<file path="config.mk">
export PLATFORM = sky130hd
export DESIGN_NAME = usfw_start_frame_wake
export DESIGN_NICKNAME = d
export VERILOG_FILES = /design/src/rtl/usfw_pkg.sv /design/src/rtl/usfw_fifo.sv /design/src/rtl/usfw_start_frame_wake.sv
export SDC_FILE = /design/constraint.sdc
export NUM_CORES = 1
export LEC_CHECK = 0
export BUFFER_PORTS_ARGS = -buffer_cell sky130_fd_sc_hd__buf_4
export CAP_MARGIN = 20
export CORE_ASPECT_RATIO = 1.25
export CORE_MARGIN = 10
export CORE_UTILIZATION = 40
export DETAILED_ROUTE_END_ITERATION = 16
export SYNTH_ARGS = -nofsm -noshare
export SYNTH_HDL_FRONTEND = slang
export SYNTH_SLANG_ARGS = --single-unit
</file>
<file path="constraint.sdc">
create_clock -name CORE_CLK_I -period 2.6 [get_ports CORE_CLK_I]
set_clock_uncertainty 0.2 [all_clocks]
set_input_delay 0 -clock CORE_CLK_I [delete_from_list [all_inputs] [get_ports CORE_CLK_I]]
set_output_delay 0 -clock CORE_CLK_I [all_outputs]
set_load 0.02 [all_outputs]
</file>
<file path="src/rtl/usfw_pkg.sv">
// usfw_pkg: constants, state codes and carriers of the start frame wake receiver.
// assumes: used by rtl/usfw_start_frame_wake.sv and the bench; rtl/usfw_fifo.sv does not use it.
package usfw_pkg;

  // --------------------------------------------------------------
  // sizes
  // --------------------------------------------------------------
  localparam int DATA_BITS_DEF  = 8;
  localparam int DATA_BITS_MIN  = 5;
  localparam int DATA_BITS_MAX  = 9;
  localparam int FIFO_DEPTH_DEF = 16;
  localparam int BAUD_DIV_W     = 12;
  localparam int OS_CNT_W       = 5;

  // --------------------------------------------------------------
  // oversampling reload values (ticks minus one)
  // --------------------------------------------------------------
  localparam logic [OS_CNT_W-1:0] OS_FULL_NORMAL = 5'h0f;
  localparam logic [OS_CNT_W-1:0] OS_HALF_NORMAL = 5'h07;
  localparam logic [OS_CNT_W-1:0] OS_FULL_DOUBLE = 5'h07;
  localparam logic [OS_CNT_W-1:0] OS_HALF_DOUBLE = 5'h03;

  // --------------------------------------------------------------
  // types
  // --------------------------------------------------------------
  typedef enum logic [2:0] {
    ST_IDLE  = 3'h0,
    ST_START = 3'h1,
    ST_DATA  = 3'h2,
    ST_STOP  = 3'h3,
    ST_HOLD  = 3'h4
  } usfw_state_t;

  typedef struct packed {
    logic sfd_en;
    logic start_irq_en;
    logic sync_mode;
    logic double_speed;
  } usfw_ctrl_t;

endpackage

</file>
<file path="src/rtl/usfw_fifo.sv">
// usfw_fifo: synchronous fifo, valid/ready on both sides, registered output stage.
// assumes: one clock, reset already synchronised by the instantiating module.
`timescale 1ns/1ps
`default_nettype none
module usfw_fifo #(
  parameter int WIDTH = 9,
  parameter int DEPTH = 16
) (
  // clock and reset
  input  wire logic             clk_i,
  input  wire logic             rst_n_i,
  // fill side
  input  wire logic             in_valid_i,
  output logic                  in_ready_o,
  input  wire logic [WIDTH-1:0] in_data_i,
  // drain side
  output logic                  out_valid_o,
  input  wire logic             out_ready_i,
  output logic      [WIDTH-1:0] out_data_o
);
  localparam int AW = $clog2(DEPTH);

  if (DEPTH < 2 || (1 << AW) != DEPTH) begin : g_bad_depth
    $error("usfw_fifo: DEPTH must be a power of two, at least 2");
  end

  logic [WIDTH-1:0] mem [DEPTH];
  logic [AW-1:0]    wr_ptr;
  logic [AW-1:0]    rd_ptr;
  logic [AW:0]      cnt;
  logic [AW-1:0]    next_wr_ptr;
  logic [AW-1:0]    next_rd_ptr;
  logic [AW:0]      next_cnt;
  logic             next_out_valid;
  logic [WIDTH-1:0] next_out_data;
  logic             push;
  logic             load;

  // output stage adds one word beyond DEPTH; in_ready tracks the array only
  assign in_ready_o = (cnt != (AW+1)'(DEPTH));
  assign push       = in_valid_i && in_ready_o;
  assign load       = (cnt != '0) && (!out_valid_o || out_ready_i);

  always_comb begin
    next_wr_ptr    = push ? wr_ptr + 1'b1 : wr_ptr;
    next_rd_ptr    = load ? rd_ptr + 1'b1 : rd_ptr;
    next_cnt       = cnt + (AW+1)'(push) - (AW+1)'(load);
    next_out_data  = load ? mem[rd_ptr] : out_data_o;
    next_out_valid = load ? 1'b1 : (out_valid_o && !out_ready_i);
  end

  always_ff @(posedge clk_i or negedge rst_n_i) begin
    if (!rst_n_i) begin
      wr_ptr      <= '0;
      rd_ptr      <= '0;
      cnt         <= '0;
      out_valid_o <= 1'b0;
      out_data_o  <= '0;
    end else begin
      wr_ptr      <= next_wr_ptr;
      rd_ptr      <= next_rd_ptr;
      cnt         <= next_cnt;
      out_valid_o <= next_out_valid;
      out_data_o  <= next_out_data;
    end
  end

  always_ff @(posedge clk_i) begin
    if (push) begin
      mem[wr_ptr] <= in_data_i;
    end
  end
endmodule
`default_nettype wire

</file>
<file path="src/rtl/usfw_start_frame_wake.sv">
// usfw_start_frame_wake: serial receiver with start frame detection that wakes the device.
// assumes: CORE_CLK_I is the always-on 125 MHz sampling clock; the oscillator and the
// clock gates it steers live outside; the core raises SLEEP_REQ_I to enter sleep.
//
// Functional notes
// a start bit seen on the receive line wakes the device out of any sleep mode.
// a falling receive line powers up the 8 MHz oscillator and enables the serial clock.
// the far transmitter keeps its baud rate low enough for the oscillator start-up.
// start detection works in asynchronous and in synchronous framing alike.
// with start_frame_detect_enable clear, no start edge wakes the device.
// with rx_start_irq_enable set, the start interrupt fires at once on the start bit.
// without it, only oscillator and serial clock run until receive complete wakes the core.
// synchronous bit rate from idle sleep stays at or below system clock over four.
// synchronous bit rate from standby or power-down stays at or below 500 kbps.
// asynchronous rate from idle sleep may equal the active-mode rate.
// normal speed baud error stays in limits, 8-bit up to 28.8 kbps +4.58/-4.00 percent.
// double speed baud error stays in limits, 8-bit up to 57.6 kbps +3.90/-2.70 percent.
// the falling-edge detector needs no oscillator to catch a start edge.
`timescale 1ns/1ps
`default_nettype none
module usfw_start_frame_wake #(
  parameter int DATA_BITS  = usfw_pkg::DATA_BITS_DEF,
  parameter int FIFO_DEPTH = usfw_pkg::FIFO_DEPTH_DEF
) (
  // clock and reset
  input  wire logic                             CORE_CLK_I,
  input  wire logic                             RST_N_I,
  // serial pins
  input  wire logic                             SERIAL_RX_LINE_I,
  input  wire logic                             SERIAL_XCK_I,
  // control from the core
  input  wire logic                             START_FRAME_DETECT_ENABLE_I,
  input  wire logic                             RX_START_IRQ_ENABLE_I,
  input  wire logic                             SYNC_MODE_I,
  input  wire logic                             DOUBLE_SPEED_I,
  input  wire logic [usfw_pkg::BAUD_DIV_W-1:0]  BAUD_DIV_I,
  input  wire logic                             SLEEP_REQ_I,
  // clock control
  output logic                                  OSC_ENABLE_O,
  output logic                                  SERIAL_CLK_ENABLE_O,
  output logic                                  SYS_CLK_ENABLE_O,
  // events
  output logic                                  RX_START_IRQ_O,
  output logic                                  RX_COMPLETE_IRQ_O,
  // received words
  output logic                                  RX_VALID_O,
  input  wire logic                             RX_READY_I,
  output logic      [DATA_BITS-1:0]             RX_DATA_O,
  output logic                                  RX_FRAME_ERR_O
);
  if (DATA_BITS < usfw_pkg::DATA_BITS_MIN || DATA_BITS > usfw_pkg::DATA_BITS_MAX) begin : g_bad_bits
    $error("usfw_start_frame_wake: DATA_BITS out of range");
  end

  localparam logic [3:0] LAST_BIT = 4'(DATA_BITS - 1);

  // --------------------------------------------------------------
  // reset release and pin synchronisers
  // --------------------------------------------------------------
  logic rst_meta;
  logic rst_sync;
  logic rx_s1;
  logic rx_s2;
  logic rx_prev;
  logic xck_s1;
  logic xck_s2;
  logic xck_prev;

  always_ff @(posedge CORE_CLK_I or negedge RST_N_I) begin
    if (!RST_N_I) begin
      rst_meta <= 1'b0;
      rst_sync <= 1'b0;
    end else begin
      rst_meta <= 1'b1;
      rst_sync <= rst_meta;
    end
  end

  // idle line is high; reset to that so release gives no false edge
  always_ff @(posedge CORE_CLK_I or negedge rst_sync) begin
    if (!rst_sync) begin
      rx_s1    <= 1'b1;
      rx_s2    <= 1'b1;
      rx_prev  <= 1'b1;
      xck_s1   <= 1'b0;
      xck_s2   <= 1'b0;
      xck_prev <= 1'b0;
    end else begin
      rx_s1    <= SERIAL_RX_LINE_I;
      rx_s2    <= rx_s1;
      rx_prev  <= rx_s2;
      xck_s1   <= SERIAL_XCK_I;
      xck_s2   <= xck_s1;
      xck_prev <= xck_s2;
    end
  end

  usfw_pkg::usfw_ctrl_t ctrl;
  logic                 fall;
  logic                 xck_rise;

  assign ctrl     = '{sfd_en:       START_FRAME_DETECT_ENABLE_I,
                      start_irq_en: RX_START_IRQ_ENABLE_I,
                      sync_mode:    SYNC_MODE_I,
                      double_speed: DOUBLE_SPEED_I};
  // edge found from the always-on sampler, never from the gated oscillator
  assign fall     = rx_prev && !rx_s2;
  assign xck_rise = xck_s2 && !xck_prev;

  // --------------------------------------------------------------
  // receiver and wake control
  // --------------------------------------------------------------
  usfw_pkg::usfw_state_t                state;
  usfw_pkg::usfw_state_t                next_state;
  logic [usfw_pkg::BAUD_DIV_W-1:0]      div_cnt;
  logic [usfw_pkg::BAUD_DIV_W-1:0]      next_div_cnt;
  logic [usfw_pkg::OS_CNT_W-1:0]        os_cnt;
  logic [usfw_pkg::OS_CNT_W-1:0]        next_os_cnt;
  logic [3:0]                           bit_cnt;
  logic [3:0]                           next_bit_cnt;
  logic [DATA_BITS-1:0]                 shift;
  logic [DATA_BITS-1:0]                 next_shift;
  logic                                 ferr;
  logic                                 next_ferr;
  logic                                 session;
  logic                                 next_session;
  logic                                 awake;
  logic                                 next_awake;
  logic                                 next_osc;
  logic                                 next_start_irq;
  logic                                 start_det;
  logic                                 complete;
  logic                                 push;
  logic                                 fifo_in_ready;
  logic                                 tick;
  logic                                 samp;
  logic [usfw_pkg::OS_CNT_W-1:0]        os_full;
  logic [usfw_pkg::OS_CNT_W-1:0]        os_half;

  assign tick    = (div_cnt == '0);
  assign os_full = ctrl.double_speed ? usfw_pkg::OS_FULL_DOUBLE : usfw_pkg::OS_FULL_NORMAL;
  assign os_half = ctrl.double_speed ? usfw_pkg::OS_HALF_DOUBLE : usfw_pkg::OS_HALF_NORMAL;
  // synchronous framing samples on the partner clock, asynchronous on mid-bit ticks
  assign samp    = ctrl.sync_mode ? xck_rise : (tick && os_cnt == '0);

  always_comb begin
    next_state     = state;
    next_div_cnt   = tick ? BAUD_DIV_I : div_cnt - 1'b1;
    next_os_cnt    = (tick && os_cnt != '0) ? os_cnt - 1'b1 : os_cnt;
    next_bit_cnt   = bit_cnt;
    next_shift     = shift;
    next_ferr      = ferr;
    next_session   = session;
    start_det      = 1'b0;
    complete       = 1'b0;
    push           = 1'b0;
    case (state)
      usfw_pkg::ST_IDLE: begin
        // asleep with detection off: the line is ignored entirely
        if (fall && (awake || ctrl.sfd_en)) begin
          next_state   = usfw_pkg::ST_START;
          next_div_cnt = BAUD_DIV_I;
          next_os_cnt  = os_half;
          start_det    = 1'b1;
          next_session = !awake;
        end
      end
      usfw_pkg::ST_START: begin
        if (samp) begin
          if (!rx_s2) begin
            next_state   = usfw_pkg::ST_DATA;
            next_bit_cnt = 4'h0;
            next_os_cnt  = os_full;
          end else begin
            // glitch, not a start bit: drop the session and sleep on
            next_state   = usfw_pkg::ST_IDLE;
            next_session = 1'b0;
          end
        end
      end
      usfw_pkg::ST_DATA: begin
        if (samp) begin
          next_shift  = {rx_s2, shift[DATA_BITS-1:1]};
          next_os_cnt = os_full;
          if (bit_cnt == LAST_BIT) begin
            next_state = usfw_pkg::ST_STOP;
          end else begin
            next_bit_cnt = bit_cnt + 4'h1;
          end
        end
      end
      usfw_pkg::ST_STOP: begin
        if (samp) begin
          next_ferr  = !rx_s2;
          next_state = usfw_pkg::ST_HOLD;
        end
      end
      usfw_pkg::ST_HOLD: begin
        // stalls here while the fifo is full; edges meanwhile are lost
        push = 1'b1;
        if (fifo_in_ready) begin
          complete     = 1'b1;
          next_state   = usfw_pkg::ST_IDLE;
          next_session = 1'b0;
        end
      end
      default: begin
        next_state = usfw_pkg::ST_IDLE;
      end
    endcase
    // wake beats a sleep request in the same cycle
    if ((start_det && ctrl.start_irq_en) || (complete && session)) begin
      next_awake = 1'b1;
    end else if (SLEEP_REQ_I) begin
      next_awake = 1'b0;
    end else begin
      next_awake = awake;
    end
    next_osc       = next_awake || next_session;
    next_start_irq = start_det && ctrl.start_irq_en;
  end

  always_ff @(posedge CORE_CLK_I or negedge rst_sync) begin
    if (!rst_sync) begin
      state               <= usfw_pkg::ST_IDLE;
      div_cnt             <= '0;
      os_cnt              <= '0;
      bit_cnt             <= 4'h0;
      shift               <= '0;
      ferr                <= 1'b0;
      session             <= 1'b0;
      awake               <= 1'b1;
      OSC_ENABLE_O        <= 1'b1;
      SERIAL_CLK_ENABLE_O <= 1'b1;
      RX_START_IRQ_O      <= 1'b0;
      RX_COMPLETE_IRQ_O   <= 1'b0;
    end else begin
      state               <= next_state;
      div_cnt             <= next_div_cnt;
      os_cnt              <= next_os_cnt;
      bit_cnt             <= next_bit_cnt;
      shift               <= next_shift;
      ferr                <= next_ferr;
      session             <= next_session;
      awake               <= next_awake;
      OSC_ENABLE_O        <= next_osc;
      SERIAL_CLK_ENABLE_O <= next_osc;
      RX_START_IRQ_O      <= next_start_irq;
      RX_COMPLETE_IRQ_O   <= complete;
    end
  end

  assign SYS_CLK_ENABLE_O = awake;

  // --------------------------------------------------------------
  // receive fifo
  // --------------------------------------------------------------
  usfw_fifo #(
    .WIDTH (DATA_BITS + 1),
    .DEPTH (FIFO_DEPTH)
  ) u_fifo (
    .clk_i       (CORE_CLK_I),
    .rst_n_i     (rst_sync),
    .in_valid_i  (push),
    .in_ready_o  (fifo_in_ready),
    .in_data_i   ({ferr, shift}),
    .out_valid_o (RX_VALID_O),
    .out_ready_i (RX_READY_I),
    .out_data_o  ({RX_FRAME_ERR_O, RX_DATA_O})
  );
endmodule
`default_nettype wire

</file>
==> results.rst <==
.. list-table::
   :header-rows: 1

   * - Metric
     - Value
   * - Final worst-path setup slack
     - -106 ps
   * - Buffers from clock root to sink, at most
     - 3
   * - Post-Synth Simple-Gate Area
     - 6.92%
   * - Total of max-cap violations
     - 0
   * - Vias post-DR
     - 4812
   * - Drt initial violations
     - 181
   * - Maximum resistive drop on vdd
     - 0.000599 V
   * - Vert. Die Dim
     - 185 um
   * - Layout area overhead
     - 22.1%
   * - Final standard cell area without fillers
     - 10600 sq um
   * - Area occupied by registers
     - 6060 sq um
   * - Setup violations, final
     - 19
   * - Die area
     - 28100 sq um
   * - Yosys warning total
     - 0
   * - Status
     - finished, violations left
   * - Clock tree from TritonCTS
     - done
   * - Detail-routed via count per cell
     - 5.22
   * - Final cell count without fillers
     - 922
   * - Skew-Pair Late Insertion Delay
     - 500 ps
   * - Worst endpoint data arrival time
     - 2620 ps
   * - Most instantiated flip-flop cell in the synthesis netlist
     - edfxtp_1
   * - Final Hold Vio Count
     - 0
   * - Routed length per instance
     - 19.4 um
   * - Final core utilization
     - 49.5%
   * - Fill cell instance count of the final layout
     - 1816
   * - Upper clock frequency limit
     - 370 MHz
   * - Cts bufs inserted
     - 22
   * - Total of flip-flops plus latches after synthesis
     - 213
   * - Post-Synth Adder-Cell Area
     - 2.24%
   * - Combinational family with the most area after synthesis
     - multiplexers
   * - Type of the worst min-delay path
     - input pin to register
   * - Top cells by area, synth
     - edfxtp_1, dfrtp_1, mux4_2
   * - Worst max-slew margin expressed relative to the limit
     - 35.0%
   * - Die X-Extent
     - 152 um
   * - DRC errors left
     - 0
   * - Nature of the critical path startpoint
     - register
   * - Core Rows
     - 60
   * - I/O Pins
     - 37
   * - Post-synthesis cell type count
     - 55
   * - Count of nets after finishing
     - 664
   * - Post-Syn Area
     - 8700 sq um
   * - Global-route wire length before repair
     - 28.6 mm
   * - TritonCTS sink count
     - 213
   * - Minimum clock period after layout
     - 2710 ps
   * - Register clock-pin slew on the reported worst setup and hold paths
     - 60 ps
   * - Required time at the endpoint of the critical path
     - 2510 ps
   * - GRT overflow
     - 0
   * - Mux share of post-synthesis cell area
     - 12.8%
   * - Power density over the cells
     - 965 nW/um^2
   * - HPWL Detailed
     - 11.8 mm
   * - Count of H-tree levels built during CTS
     - 1
   * - Fraction of the mapped netlist area in compound gates
     - 4.26%
   * - Nets in the synthesized netlist
     - 566
   * - Proportion of netlist area held by the largest area contributor
     - 49.7%
   * - Initial antenna violation count
     - 0
   * - Violations in the final reports
     - negative setup slack
   * - ANT cells
     - 0
   * - Kind of end point of the critical path
     - register
   * - Post-synthesis async set-or-reset flop share
     - 32.4%
   * - Number of global-route vias before repair
     - 5105
   * - Unrepaired setup endpoints after global routing
     - true
   * - Number of nets with antenna violations after routing
     - 0
   * - Per-instance average area after synthesis
     - 16.4 sq um
   * - Cell type contributing the most total cell area after synthesis
     - edfxtp_1
   * - Area occupied by multi-input gates
     - 2600 sq um
   * - Xor/xnor cell area share of the yosys netlist
     - 2.21%
   * - Leakage power of the design
     - 3.96 nW
   * - Transition time at the pin with the least slew margin
     - 970 ps
   * - Critical path start-end classification
     - register to register
   * - Final-report max-slew violation count
     - 0
   * - Fraction of layout instances using a drive strength above 1
     - 29.7%
   * - Total cell area at the placement stage
     - 9520 sq um
   * - Overall fraction of global-route tracks in use
     - 12.6%
   * - Sequential cell area fraction in the yosys report
     - 69.6%
   * - Post-Place Cells
     - 851
   * - Overall routed net length
     - 17.9 mm
   * - First-pass iteration count of the detailed router
     - 4
   * - Pin count of the biggest net entering global routing
     - 40
   * - Number of buffers inserted by port buffering
     - 36
   * - Initial standard-cell utilization of the core
     - 40.5%
   * - Clk root buf
     - clkbuf_16
   * - Maximum fanout along the worst path
     - 9
   * - Total core area
     - 21500 sq um
   * - Routability congestion estimate
     - 0.763
   * - Fin crit share
     - 104%
   * - Count of flip-flops with a built-in enable after synthesis
     - 144
   * - Synthesized instance count
     - 529
## power by group
part	leakage (nW)	total (mW)	internal, mW	switching, mW
clock network	0.334	2.99	1.72	1.27
registers	2.17	4.49	4.07	0.417
logic	1.45	2.78	1.41	1.36
total	3.96	10.3	7.20	3.05
## cell type report
| class | count | area share [%] |
|---|---|---|
| multi-input cells | 275 | 24.5 |
| clock inverters | 16 | 1.14 |
| inverters | 20 | 0.707 |
| flip-flops and latches | 213 | 57.0 |
| repair buffers | 95 | 7.87 |
| well taps | 279 | 3.29 |
| clock buffers | 24 | 5.45 |
## per-layer routing
metal | GRT usage (%) | share of wire (%) | vias to the layer above
met2 | 23.5 | 54 | 109
met5 | 0 | 0 | -
met3 | 2.39 | 4.4 | 18
met1 | 14.7 | 41 | 2465
met4 | 2.78 | 1.3 | 0
li1 | - | - | 2220
## through the flow
| step | setup TNS [ps] | power (mW) | hold WS [ps] | setup slack (ps) |
|---|---|---|---|---|
| after floorplan | -53.4 | 6.29 | -496 | -53.4 |
| after global placement | -93.0 | 7.14 | -418 | -93.0 |
| after detailed placement | -9020 | 7.23 | -417 | -200 |
| after CTS | -4920 | 10.3 | 30.7 | -162 |
| after global routing | -3140 | 10.8 | 49.9 | -173 |
| final | -1500 | 10.3 | 45.9 | -106 |
## cells in the final DEF (no fill, tap or decap), types with 11 or more instances in the layout
| cell | netlist | final |
|---|---|---|
| nor2_2 | 0 | 11 |
| ha_1 | 14 | 11 |
| edfxtp_1 | 144 | 144 |
| dfrtp_1 | 64 | 62 |
| o21ai_0 | 16 | 16 |
| xnor2_1 | 18 | 17 |
| dlygate4sd3_1 | 0 | 24 |
| clkbuf_16 | 0 | 23 |
| buf_4 | 1 | 66 |
| nand2_1 | 36 | 36 |
| mux2i_1 | 20 | 20 |
| inv_1 | 20 | 16 |
| mux4_2 | 36 | 36 |
| nor2_1 | 27 | 16 |
| a21o_1 | 11 | 11 |
## registers in the layout, summed over array words and instances, names as in the netlist, 3 cells and up
signal,count
u_fifo.mem,144
div_cnt,12
u_fifo.out_data_o,9
shift,8
os_cnt,5
u_fifo.cnt,5
bit_cnt,4
u_fifo.rd_ptr,4
u_fifo.wr_ptr,4
state,3
## critical path, stage by stage (launching register included)
cell and delay [ps]:
dfrtp_1 370, inv_2 60, ha_4 150, nor4bb_2 180
and3b_1 300, buf_12 130, nand2_1 150, nor3_2 770
## cell usage after synthesis, drive strengths merged, types with 11 or more instances
cell type  count
edfxtp       144
dfrtp         64
xnor2         18
a21o          11
nor2          27
nand2         36
clkbuf        11
mux2i         20
inv           20
o21ai         19
ha            14
mux4          36
## final timing paths
path | endpoint | startpoint | depth (start not counted) | slack [ps]
setup / recovery | u_fifo.mem[1][4]$_DFFE_PP_ | u_fifo.cnt[3]$_DFF_PN0_ | 7 | -110
hold / removal | div_cnt[3]$_DFF_PN0_ | BAUD_DIV_I[3] | 3 | 50
setup reg to reg | u_fifo.mem[1][4]$_DFFE_PP_ | u_fifo.cnt[3]$_DFF_PN0_ | 7 | -110
hold reg to reg | session$_DFF_PN0_ | rst_sync$_DFF_PN0_ | 0 | 70
max in group asynchronous | div_cnt[8]$_DFF_PN0_ | rst_sync$_DFF_PN0_ | 1 | 1430
min in group asynchronous | session$_DFF_PN0_ | rst_sync$_DFF_PN0_ | 0 | 70
## cells by family (layout without fill, tap and decap cells)
family	Yosys count	in the layout
DFF	213	213
and+or+nand+nor	114	114
muxes	65	65
AOI/OAI and AO/OA	58	58
buffers and inverters	41	155
xor gates and xnor gates	22	22
adders and majority gates	15	15
other	1	1
## timing repair
| item | 4_1_cts | 5_1_grt |
|---|---|---|
| gates resized for setup | 16 | 11 |
| hold buffers | 24 | 0 |
| pin swaps | 0 | 5 |
| buffers inserted | 0 | 7 |
| hold endpoints to repair | 31 | 0 |
| cloned | 0 | 0 |
| setup endpoints to repair | 145 | 93 |
(Power assumes the default switching activity.)
